<file path="src/shared/flash_ctrl_map.svh">
/*
	offsets, field positions, reset values and codes of the flash program control block
	assumes a byte-addressed 8-bit register port with one 32-bit word per register
*/
`ifndef FLASH_CTRL_MAP_SVH
`define FLASH_CTRL_MAP_SVH

`define FPC2_OFFSET        8'h00
`define SWAP_OFFSET        8'h04
`define CTRL1_OFFSET       8'h08
`define KEY_OFFSET         8'h0c
`define LPWS_OFFSET        8'h10
`define ADDR_OFFSET        8'h14
`define STATUS_OFFSET      8'h18

`define CMP_RD_BIT         13
`define VRFY_BIT           12
`define RETRY_HI           9
`define RETRY_LO           8
`define LOCK_HI            7
`define LOCK_LO            6
`define WEN_BIT            0
`define PSWAP_BIT          0
`define BSWAP_BIT          1
`define LPWS0_LO           0
`define LPWS1_LO           8
`define WS_W               5
`define PANEL_ADDR_BIT     20

`define LOCK_OPEN          2'b00
`define LOCK_FINAL         2'b11
`define RETRY_FIRST        2'b00

`define CMP_LOW_WORD       32'h0000_0001
`define CMP_OTHER_WORD     32'h0001_0000
`define CMP_FAIL_WORD      32'h0000_0000

`define REG_RESET          32'h0000_0000
`define WS_RESET           5'h00

// unlock key values are arbitrary
`define KEY_FIRST          32'h1234_5678
`define KEY_SECOND         32'h8765_4321

`endif

</file>
<file path="src/shared/flash_ctrl_pkg.sv">
/*
	types shared by the flash program control block
	assumes flash_ctrl_map.svh supplies the numeric constants
*/
package flash_ctrl_pkg;

	typedef enum logic {ERASE_SINGLE, ERASE_RETRY} erase_mode_t;

	typedef enum logic [1:0] {KEY_IDLE, KEY_HALF, KEY_OPEN} key_state_t;

	typedef logic [4:0] waitstate_t;

endpackage

</file>
<file path="src/shared/flash_path_if.sv">
/*
	interface between the control top and its wait-state and compare-read units
	assumes all signals live in the system clock domain
*/
`timescale 1ns/10ps

interface flash_path_if;
	logic                        verify_sel;
	logic [31:0]                 target_addr;
	flash_ctrl_pkg::waitstate_t  lp_ws_panel0;
	flash_ctrl_pkg::waitstate_t  lp_ws_panel1;
	flash_ctrl_pkg::waitstate_t  normal_ws;
	flash_ctrl_pkg::waitstate_t  ws_sel;
	logic                        compare_active;
	logic [127:0]                flash_word;
	logic [1:0]                  word_sel;
	logic [31:0]                 read_word;

	modport ctrl (
		output verify_sel, target_addr, lp_ws_panel0, lp_ws_panel1, normal_ws,
		output compare_active, flash_word, word_sel,
		input  ws_sel, read_word
	);
	modport ws_unit (
		input  verify_sel, target_addr, lp_ws_panel0, lp_ws_panel1, normal_ws,
		output ws_sel
	);
	modport cmp_unit (
		input  compare_active, flash_word, word_sel,
		output read_word
	);
endinterface

</file>
<file path="src/rtl/compare_read_eval.sv">
/*
	compare-read evaluation of one 128-bit flash word
	assumes the top registers the result and gives word index 0 for the lowest word
*/
`timescale 1ns/10ps
`include "flash_ctrl_map.svh"

module compare_read_eval (
	flash_path_if.cmp_unit  path
);
	logic  all_ones;

	assign all_ones = &path.flash_word;

	// plain reads pass the addressed word; compare reads look at the whole flash word
	always_comb
	begin
		if (!path.compare_active)
			path.read_word = path.flash_word[path.word_sel * 32 +: 32];
		else if (!all_ones)
			path.read_word = `CMP_FAIL_WORD;
		else if (path.word_sel == 2'b00)
			path.read_word = `CMP_LOW_WORD;
		else
			path.read_word = `CMP_OTHER_WORD;
	end
endmodule // compare_read_eval

</file>
<file path="src/rtl/flash_verify_retry_panel_swap_lock_ctrl.sv">
/*
	flash program control two register with compare read, erase retry selection,
	verify wait-state source and panel swap locking
	assumes a register master that never asserts both strobes and needs no wait,
	and a flash array that presents its word on the same clock
*/
`timescale 1ns/10ps
`include "flash_ctrl_map.svh"

// How it works
// - compare read only acts when both compare bit and verify bit are set
// - compare read of all-ones word gives 1 for lowest word, 0x10000 otherwise
// - compare read with any zero bit gives zero for every word
// - verify bit chooses retry erase with verify, else single erase
// - with verify set, wait states come from addressed panel's low-power field
// - retry field codes strength: 00 first, 01 second, 10 third, 11 last
// - retry strength is applied only while verify bit is set
// - lock 00 lets swap bits and lock field be written
// - lock 01 or 10 blocks swap bits but lock field stays writable
// - lock 11 blocks swap bits and the lock field itself
// - compare, verify, retry bits change only with write enable low and key done
// - unused bits 11:10 and 5:0 of control two read zero
module flash_verify_retry_panel_swap_lock_ctrl (
	input  wire logic          sys_clk_in,
	input  wire logic          rst_in,
	input  wire logic [7:0]    reg_addr_in,
	input  wire logic [31:0]   reg_wdata_in,
	input  wire logic          reg_wr_in,
	input  wire logic          reg_rd_in,
	output logic [31:0]        reg_rdata_out,
	input  wire logic          flash_rd_in,
	input  wire logic [127:0]  flash_word_in,
	input  wire logic [1:0]    flash_word_sel_in,
	output logic [31:0]        flash_rd_data_out,
	input  wire logic [4:0]    normal_waitstates_in,
	output logic [4:0]         wait_states_out,
	output logic               erase_retry_mode_out,
	output logic [1:0]         erase_retry_strength_out,
	output logic               program_panel_swap_out,
	output logic               boot_panel_swap_out,
	output logic [31:0]        flash_target_address_out
);
	logic                          compare_read_one_en;
	logic                          verify_read_one_sel;
	logic [1:0]                    erase_retry_strength;
	logic [1:0]                    panel_swap_lock;
	logic                          program_panel_swap;
	logic                          boot_panel_swap;
	logic                          flash_write_enable;
	flash_ctrl_pkg::waitstate_t    lp_ws_panel0;
	flash_ctrl_pkg::waitstate_t    lp_ws_panel1;
	logic [31:0]                   flash_target_address;
	flash_ctrl_pkg::key_state_t    key_state;
	flash_ctrl_pkg::key_state_t    next_key_state;
	flash_ctrl_pkg::erase_mode_t   erase_mode;
	logic                          ctrl_wr;
	logic                          swap_wr;
	logic                          protected_ok;
	logic [31:0]                   next_rdata;

	flash_path_if  path ();

	function automatic logic hit(input logic [7:0] addr, input logic [7:0] offset);
		hit = (addr == offset);
	endfunction

	assign ctrl_wr = reg_wr_in && hit(reg_addr_in, `FPC2_OFFSET);
	assign swap_wr = reg_wr_in && hit(reg_addr_in, `SWAP_OFFSET);

	// the key opens exactly one write; any other write in between spends it
	// a fresh first key word always restarts the sequence, so a retry never locks out
	always_comb
	begin
		next_key_state = key_state;
		unique case (key_state)
			flash_ctrl_pkg::KEY_IDLE:
				if (reg_wr_in && hit(reg_addr_in, `KEY_OFFSET) && reg_wdata_in == `KEY_FIRST)
					next_key_state = flash_ctrl_pkg::KEY_HALF;
			flash_ctrl_pkg::KEY_HALF:
				if (reg_wr_in)
				begin
					if (hit(reg_addr_in, `KEY_OFFSET) && reg_wdata_in == `KEY_SECOND)
						next_key_state = flash_ctrl_pkg::KEY_OPEN;
					else if (hit(reg_addr_in, `KEY_OFFSET) && reg_wdata_in == `KEY_FIRST)
						next_key_state = flash_ctrl_pkg::KEY_HALF;
					else
						next_key_state = flash_ctrl_pkg::KEY_IDLE;
				end
			flash_ctrl_pkg::KEY_OPEN:
				if (reg_wr_in)
				begin
					if (hit(reg_addr_in, `KEY_OFFSET) && reg_wdata_in == `KEY_FIRST)
						next_key_state = flash_ctrl_pkg::KEY_HALF;
					else
						next_key_state = flash_ctrl_pkg::KEY_IDLE;
				end
			default:
				next_key_state = flash_ctrl_pkg::KEY_IDLE;
		endcase
	end

	always_ff @(posedge sys_clk_in or posedge rst_in)
	begin
		if (rst_in)
			key_state <= flash_ctrl_pkg::KEY_IDLE;
		else
			key_state <= next_key_state;
	end

	assign protected_ok = (key_state == flash_ctrl_pkg::KEY_OPEN) && !flash_write_enable;

	// refused writes are dropped silently; the port has no error answer
	always_ff @(posedge sys_clk_in or posedge rst_in)
	begin
		if (rst_in)
		begin
			compare_read_one_en  <= 1'b0;
			verify_read_one_sel  <= 1'b0;
			erase_retry_strength <= `RETRY_FIRST;
		end
		else if (ctrl_wr && protected_ok)
		begin
			compare_read_one_en  <= reg_wdata_in[`CMP_RD_BIT];
			verify_read_one_sel  <= reg_wdata_in[`VRFY_BIT];
			erase_retry_strength <= reg_wdata_in[`RETRY_HI:`RETRY_LO];
		end
	end

	// lock field guards itself only at the final code
	always_ff @(posedge sys_clk_in or posedge rst_in)
	begin
		if (rst_in)
			panel_swap_lock <= `LOCK_OPEN;
		else if (ctrl_wr && panel_swap_lock != `LOCK_FINAL)
			panel_swap_lock <= reg_wdata_in[`LOCK_HI:`LOCK_LO];
	end

	always_ff @(posedge sys_clk_in or posedge rst_in)
	begin
		if (rst_in)
		begin
			program_panel_swap <= 1'b0;
			boot_panel_swap    <= 1'b0;
		end
		else if (swap_wr && panel_swap_lock == `LOCK_OPEN)
		begin
			program_panel_swap <= reg_wdata_in[`PSWAP_BIT];
			boot_panel_swap    <= reg_wdata_in[`BSWAP_BIT];
		end
	end

	always_ff @(posedge sys_clk_in or posedge rst_in)
	begin
		if (rst_in)
			flash_write_enable <= 1'b0;
		else if (reg_wr_in && hit(reg_addr_in, `CTRL1_OFFSET))
			flash_write_enable <= reg_wdata_in[`WEN_BIT];
	end

	always_ff @(posedge sys_clk_in or posedge rst_in)
	begin
		if (rst_in)
		begin
			lp_ws_panel0 <= `WS_RESET;
			lp_ws_panel1 <= `WS_RESET;
		end
		else if (reg_wr_in && hit(reg_addr_in, `LPWS_OFFSET))
		begin
			lp_ws_panel0 <= reg_wdata_in[`LPWS0_LO +: `WS_W];
			lp_ws_panel1 <= reg_wdata_in[`LPWS1_LO +: `WS_W];
		end
	end

	always_ff @(posedge sys_clk_in or posedge rst_in)
	begin
		if (rst_in)
			flash_target_address <= `REG_RESET;
		else if (reg_wr_in && hit(reg_addr_in, `ADDR_OFFSET))
			flash_target_address <= reg_wdata_in;
	end

	assign erase_mode = verify_read_one_sel ? flash_ctrl_pkg::ERASE_RETRY
	                                        : flash_ctrl_pkg::ERASE_SINGLE;

	// unused positions are simply never placed into the word
	always_comb
	begin
		next_rdata = `REG_RESET;
		if (reg_rd_in)
		begin
			if (hit(reg_addr_in, `FPC2_OFFSET))
			begin
				next_rdata[`CMP_RD_BIT]          = compare_read_one_en;
				next_rdata[`VRFY_BIT]            = verify_read_one_sel;
				next_rdata[`RETRY_HI:`RETRY_LO]  = erase_retry_strength;
				next_rdata[`LOCK_HI:`LOCK_LO]    = panel_swap_lock;
			end
			else if (hit(reg_addr_in, `SWAP_OFFSET))
			begin
				next_rdata[`PSWAP_BIT] = program_panel_swap;
				next_rdata[`BSWAP_BIT] = boot_panel_swap;
			end
			else if (hit(reg_addr_in, `CTRL1_OFFSET))
				next_rdata[`WEN_BIT] = flash_write_enable;
			else if (hit(reg_addr_in, `LPWS_OFFSET))
			begin
				next_rdata[`LPWS0_LO +: `WS_W] = lp_ws_panel0;
				next_rdata[`LPWS1_LO +: `WS_W] = lp_ws_panel1;
			end
			else if (hit(reg_addr_in, `ADDR_OFFSET))
				next_rdata = flash_target_address;
			else if (hit(reg_addr_in, `STATUS_OFFSET))
			begin
				next_rdata[4:0] = wait_states_out;
				next_rdata[8]   = erase_retry_mode_out;
				next_rdata[9]   = (key_state == flash_ctrl_pkg::KEY_OPEN);
			end
		end
	end

	// read data stands for one cycle only, zero otherwise
	always_ff @(posedge sys_clk_in or posedge rst_in)
	begin
		if (rst_in)
			reg_rdata_out <= `REG_RESET;
		else
			reg_rdata_out <= next_rdata;
	end

	assign path.verify_sel     = verify_read_one_sel;
	assign path.target_addr    = flash_target_address;
	assign path.lp_ws_panel0   = lp_ws_panel0;
	assign path.lp_ws_panel1   = lp_ws_panel1;
	assign path.normal_ws      = normal_waitstates_in;
	assign path.compare_active = compare_read_one_en && verify_read_one_sel;
	assign path.flash_word     = flash_word_in;
	assign path.word_sel       = flash_word_sel_in;

	waitstate_sel u_ws (
		.path (path.ws_unit)
	);

	compare_read_eval u_cmp (
		.path (path.cmp_unit)
	);

	// registered so timing toward the array does not see the mux chain
	always_ff @(posedge sys_clk_in or posedge rst_in)
	begin
		if (rst_in)
			flash_rd_data_out <= `REG_RESET;
		else if (flash_rd_in)
			flash_rd_data_out <= path.read_word;
	end

	always_ff @(posedge sys_clk_in or posedge rst_in)
	begin
		if (rst_in)
			wait_states_out <= `WS_RESET;
		else
			wait_states_out <= path.ws_sel;
	end

	// strength is held at the first code outside retry mode; software steps it up
	always_ff @(posedge sys_clk_in or posedge rst_in)
	begin
		if (rst_in)
		begin
			erase_retry_mode_out     <= 1'b0;
			erase_retry_strength_out <= `RETRY_FIRST;
		end
		else
		begin
			erase_retry_mode_out     <= (erase_mode == flash_ctrl_pkg::ERASE_RETRY);
			erase_retry_strength_out <= verify_read_one_sel ? erase_retry_strength
			                                                : `RETRY_FIRST;
		end
	end

	always_ff @(posedge sys_clk_in or posedge rst_in)
	begin
		if (rst_in)
		begin
			program_panel_swap_out   <= 1'b0;
			boot_panel_swap_out      <= 1'b0;
			flash_target_address_out <= `REG_RESET;
		end
		else
		begin
			program_panel_swap_out   <= program_panel_swap;
			boot_panel_swap_out      <= boot_panel_swap;
			flash_target_address_out <= flash_target_address;
		end
	end
endmodule // flash_verify_retry_panel_swap_lock_ctrl

</file>
<file path="src/rtl/waitstate_sel.sv">
/*
	wait-state source selection for flash reads
	assumes the top registers the result before it leaves the block
*/
`timescale 1ns/10ps
`include "flash_ctrl_map.svh"

module waitstate_sel (
	flash_path_if.ws_unit  path
);
	// panel chosen by one address bit; the top half of the map is panel one
	always_comb
	begin
		if (path.verify_sel)
		begin
			if (path.target_addr[`PANEL_ADDR_BIT])
				path.ws_sel = path.lp_ws_panel1;
			else
				path.ws_sel = path.lp_ws_panel0;
		end
		else
			path.ws_sel = path.normal_ws;
	end
endmodule // waitstate_sel

</file>
<file path="config.mk">
export PLATFORM = sky130hd
export DESIGN_NAME = flash_verify_retry_panel_swap_lock_ctrl
export DESIGN_NICKNAME = d
export VERILOG_FILES = /design/src/shared/flash_ctrl_pkg.sv /design/src/shared/flash_path_if.sv /design/src/rtl/compare_read_eval.sv /design/src/rtl/flash_verify_retry_panel_swap_lock_ctrl.sv /design/src/rtl/waitstate_sel.sv
export VERILOG_INCLUDE_DIRS = /design/src /design/src/shared
export SDC_FILE = /design/constraint.sdc
export NUM_CORES = 1
export LEC_CHECK = 0
export BUFFER_PORTS_ARGS = -buffer_cell sky130_fd_sc_hd__buf_4
export CORE_MARGIN = 2
export CORE_UTILIZATION = 30
export DETAILED_ROUTE_END_ITERATION = 8
export GPL_ROUTABILITY_DRIVEN = 0
export GPL_TIMING_DRIVEN = 0
export PLACE_DENSITY = 0.55
export SYNTH_ARGS = -nofsm -noshare
export SYNTH_HDL_FRONTEND = slang
export SYNTH_SLANG_ARGS = --single-unit
</file>
<file path="constraint.sdc">
create_clock -name sys_clk_in -period 11.8 [get_ports sys_clk_in]
set_clock_uncertainty 0.1 [all_clocks]
set_input_delay 1.77 -clock sys_clk_in [delete_from_list [all_inputs] [get_ports sys_clk_in]]
set_output_delay 1.77 -clock sys_clk_in [all_outputs]
set_load 0.05 [all_outputs]
</file>
# After elaboration in Yosys (flattened, before gate mapping)
# Index checks and enable logic that the tools add are counted.
dict set report word_totals {
  output_inout_bits 106
  inputBits 180
  ff_bits 159
}
dict set report op_classes {
  eq_ne 14
  n_reduce_logical 21
  shift 1
  muxes 33
}
# op count
set op_table {}
lappend op_table {{AND reduction 128 bit} 1}
lappend op_table {{variable part select 128 x 8 -> 32 bit} 1}
lappend op_table {{2-to-1 mux 32 bit} 3}
lappend op_table {{== test 32 x 29 -> 1 bit, second input constant} 1}
lappend op_table {{== test 32 bit, second input constant} 1}
lappend op_table {{2-to-1 mux 31 bit} 1}
lappend op_table {{2-to-1 mux 30 bit} 1}
lappend op_table {{2-to-1 mux 5 bit} 6}
lappend op_table {{== test 8 x 5 -> 1 bit, second input constant} 3}
lappend op_table {{2-to-1 mux 22 bit} 1}
lappend op_table {{2-to-1 mux 2 bit} 10}
lappend op_table {{2-to-1 mux 19 bit} 1}
lappend op_table {{2-to-1 mux 18 bit} 1}
lappend op_table {{2-to-1 mux 17 bit} 1}
lappend op_table {{== test 8 x 4 -> 1 bit, second input constant} 2}
lappend op_table {{logical AND 1 bit} 14}
lappend op_table {{== test 8 x 3 -> 1 bit, second input constant} 1}
lappend op_table {{zero test 8 bit} 1}
lappend op_table {{inequality test 2 bit, second input constant} 4}
lappend op_table {{zero test 2 bit} 3}
lappend op_table {{2-to-1 mux 3 bit} 2}
lappend op_table {{2-to-1 mux 6 bit} 1}
lappend op_table {{case mux 2 bit (3 select lines)} 1}
lappend op_table {{2-to-1 mux 4 bit} 1}
lappend op_table {{other kinds (5)} 7}

# Depth between registers and ports, before layout
dict set report depth {
  depth_word 8
  ltp_mapped 7
}

# Cells and area by module
# From an unflattened synthesis, not the netlist that was laid out.
dict set report hier_totals {
  hier_cells 523
  area_unflattened_um2 7233.2
}
# mod seq_area_each_um2 instances cells_each area_each_um2
set modules_own_cells {}
lappend modules_own_cells {flash_verify_retry_panel_swap_lock_ctrl 3978.8 1 384 5805.6}
lappend modules_own_cells {compare_read_eval 0.0 1 122 1317.5}
lappend modules_own_cells {waitstate_sel 0.0 1 17 110.1}

# Least setup slack after synthesis
# No wires, ideal clock.
dict set report synth_path {
  kind {in2reg}
  from {input port reg_addr_in[1]}
  to {register compare_read_one_en}
  path_buffers 0
  t_arrival_ps 3451
  path_slack_ps 8124
  required_ps 11575
  stages 5
  cell_sequence {or4_4 -> nor4b_4 -> nand2_2 -> or3_4 -> mux2_4}
}
dict set report synth_between {
  elab_chain_cells 3
}
# element line_no
set synth_rtl {}
lappend synth_rtl {{start, declared} flash_verify_retry_panel_swap_lock_ctrl.sv:26} ;# input wire logic [7:0] reg_addr_in,
lappend synth_rtl {{zero test 8 bit} flash_verify_retry_panel_swap_lock_ctrl.sv:64} ;# hit = (addr == offset);
lappend synth_rtl {{logical AND 1 bit} flash_verify_retry_panel_swap_lock_ctrl.sv:67} ;# assign ctrl_wr = reg_wr_in && hit(reg_addr_in, `FPC2_OFFSET);
lappend synth_rtl {{logical AND 1 bit} flash_verify_retry_panel_swap_lock_ctrl.sv:121} ;# else if (ctrl_wr && protected_ok)
lappend synth_rtl {{end signal, assigned} flash_verify_retry_panel_swap_lock_ctrl.sv:123} ;# compare_read_one_en <= reg_wdata_in[`CMP_RD_BIT];
lappend synth_rtl {{end, declared} flash_verify_retry_panel_swap_lock_ctrl.sv:43} ;# logic compare_read_one_en;
# No other way between the ends.
# A chain may end at the register's enable or synchronous reset.

# Final worst setup path
dict set report layout_path {
  from {input port reg_addr_in[1]}
  to {register flash_target_address[18]}
}
dict set report layout_between {
  elab_chain_cells 2
}
# element line_no
set layout_rtl {}
lappend layout_rtl {{== test 8 x 5 -> 1 bit} flash_verify_retry_panel_swap_lock_ctrl.sv:64}
lappend layout_rtl {{logical AND 1 bit} flash_verify_retry_panel_swap_lock_ctrl.sv:178} ;# else if (reg_wr_in && hit(reg_addr_in, `ADDR_OFFSET))
lappend layout_rtl {{end signal, assigned} flash_verify_retry_panel_swap_lock_ctrl.sv:177} ;# flash_target_address <= `REG_RESET;
lappend layout_rtl {{end signal, assigned} flash_verify_retry_panel_swap_lock_ctrl.sv:179} ;# flash_target_address <= reg_wdata_in;
lappend layout_rtl {{end, declared} flash_verify_retry_panel_swap_lock_ctrl.sv:52} ;# logic [31:0] flash_target_address;
# No other way between the ends.

==> qor.yml <==
synthArstFlopShare_pct: 100
fin_cells: 1184
power.total_mw: 1.41
clk_latency_ps: 420
place.port_buffers: 282
n_antenna_cell: 0
syn-num-nets: 737
initial_core_util_pct: 30.8
layout_worst_path_cycle_share_pct: 29.8
grt_start_max_net_pins: 128
postCtsSetupRepairBufs: 0
worst-setup-path-type: "input pin to register"
drc: 0
coreArea_mm2: 0.0228
fin_area_mm2: 0.0102
antenna_found_initial: 0
yosysMostFrequentCell: "dfrtp_1"
power.density_mw_per_mm2: 138
cp_data_required_time_ps: 12000
clk_path_buf_depth: 2
viasPerCell: 4.88
cp-startpoint: "reg_addr_in[1]"
grt_use_total_pct: 19.1
grt_setup_unrepaired: "false"
synth_top_area_cell: "dfrtp_1"
synth_edf_count: 0
outcome: "complete, no violations"
dr.pass1.iters: 5
seq_area_frac_synth_pct: 56.7
hold_viol_final: 0
dr.first_iter.drc_count: 285
rr_startpoint: "path.verify_sel$_DFFE_PP0P_"
synthCells: 557
clock_sinks: 159
fp.dieW_um: 157
yosys-top-cells-area: "dfrtp_1 (57%), mux4_2 (10%), mux2_2 (7.2%)"
critPathMaxFanout: 10
drive_gt1_share_pct: 47.2
endpoint_kind: "register"
grt_pass1_wl_um: 35100
clk_pin_slew_ps: 70
synth_top_area_share_pct: 56.7
hold_path.class: "register to register"
routed_wl_um: 23500
dpl.hpwl_um: 18700
rows: 55
cts_buffers: 17
clockRootBuffer: "clkbuf_16"
areaGrowthSynthToFinish_pct: 44.8
ant_nets: 0
holdWs_ps: 276
syn-cell-area_mm2: 0.00701
cts-resized-gates: 0
hold_buffers: 0
finalNetCount: 1039
min_period_ps: 3520
arrival_ps: 3720
power.leakage_nw: 5.12
wire_per_inst_um: 19.9
synthTopCellsByCount: "dfrtp_1 (159), inv_1 (69), mux2_2 (45)"
ys.flop_type: "dfrtp_1"
dpl_cell_area_mm2: 0.00956
cap_violations: 0
setup_viol: 0
ir_drop_v: 0.0000960
cts_tree: "yes"
die_y_um: 157
die_area_mm2: 0.0246
hold_start: "flash_target_address[20]$_DFFE_PP0P_"
grt_overflow: 0
relSlewSlack_pct: 50.1
tightestPinTransition_ps: 749
worstSetupStartpointType: "input pin"
ys_types: 43
fmax_ghz: 0.284
dp.cells: 1153
maxSlewViolCount: 0
htree_levels: 4
avgSynthCellArea_um2: 12.6
pin_count: 286
grt_pass1_vias: 5958
vias: 5776
setup_tns_ps: 0
ys_seq_elements: 159
yosysWarnings: 0
critical path: stages:
cell and delay (ps):
buf_4 110, or4_4 570, nor2_2 230, and3_1 190, buf_2 180, nand2_2 110
buf_2 250, mux2_2 300
worst paths after layout:
kind	to	slack [ps]	cells after the start
worst max register to register	flash_rd_data_out[0]$_DFFE_PP0P_	9960	5
worst max-delay path	flash_target_address[18]$_DFFE_PP0P_	8280	8
worst min-delay path	flash_target_address_out[20]$_DFF_PP0_	280	0
min in group asynchronous	flash_rd_data_out[22]$_DFFE_PP0P_	1190	2
worst min register to register	flash_target_address_out[20]$_DFF_PP0_	280	0
max in group asynchronous	wait_states_out[4]$_DFF_PP0_	9520	3
power by group:
| part | leakage (nW) | switching [mW] | internal, mW |
|---|---|---|---|
| Sequential | 2.14 | 0.0159 | 0.572 |
| Combinational | 2.70 | 0.155 | 0.104 |
| Clock | 0.290 | 0.240 | 0.319 |
| Total | 5.12 | 0.411 | 0.995 |
per-stage QoR:
stage                     utilization (%)  worst slack [ps]
final                                44.6              8280
after global routing                 44.6              8180
after CTS                            44.6              8260
after detailed placement             42.0              7810
after global placement               41.8              3670
after floorplan                         -              5640
state kept, by name, summed over array words and instances, names as in the netlist:
register and flops:
boot_panel_swap 1, boot_panel_swap_out 1, compare_read_one_en 1, erase_retry_mode_out 1, erase_retry_strength 2, erase_retry_strength_out 2, flash_rd_data_out 32, flash_target_address 32
flash_target_address_out 32, flash_write_enable 1, key_state 2, lp_ws_panel0 5, lp_ws_panel1 5, panel_swap_lock 2, path.verify_sel 1, program_panel_swap 1
program_panel_swap_out 1, reg_rdata_out 32, wait_states_out 5
final cells by class:
| type | count | area, um^2 |
|---|---|---|
| Buffer | 30 | 120 |
| Clock inverter | 14 | 174 |
| Multi-Input combinational cell | 299 | 2660 |
| Tap cell | 313 | 392 |
| Fill cell | 2180 | 12600 |
| Sequential cell | 159 | 3980 |
| Clock buffer | 17 | 425 |
| Timing Repair Buffer | 283 | 2140 |
| Inverter | 69 | 267 |
layer usage:
| layer | vias to the layer above | routed length [um] | track usage (%) |
|---|---|---|---|
| met5 | - | 0 | 0 |
| li1 | 2638 | - | - |
| met4 | 0 | 623 | 6.42 |
| met3 | 43 | 2140 | 5.92 |
| met2 | 314 | 11400 | 32.2 |
| met1 | 2781 | 9390 | 23.4 |
kinds of logic (layout without fill, tap and decap cells):
family	Yosys count	count (layout)	synth area share [%]
simple gates	142	142	12.2
flops	159	159	56.7
compound gates	63	63	5.48
buf+inv	99	413	5.41
mux	94	94	20.2
cell usage in the layout (no fill, tap or decap), types with 2 or more instances in the layout:
cell type and n:
and3_1 21, nand2_2 2, nand3_1 6, mux4_2 32, o21ai_0 9, nand4b_1 2
o22ai_1 33, nand2_1 15, nor2b_1 5, nor4_1 9, nor3_1 4, bufinv_16 2
mux2_4 4, nor2_1 20, buf_4 282, and2_1 3, nand2b_1 2, inv_1 68
nor4bb_1 3, inv_6 6, dfrtp_1 159, a22oi_1 3, buf_2 6, clkinv_4 3
clkbuf_1 21, mux2_2 45, nand4_1 34, inv_8 2, a31oi_1 2, or4_1 2
mux2i_1 13, clkbuf_16 17, nor4b_1 4, a31o_2 2, buf_1 3, a21oi_1 11
(Power assumes the default switching activity.)
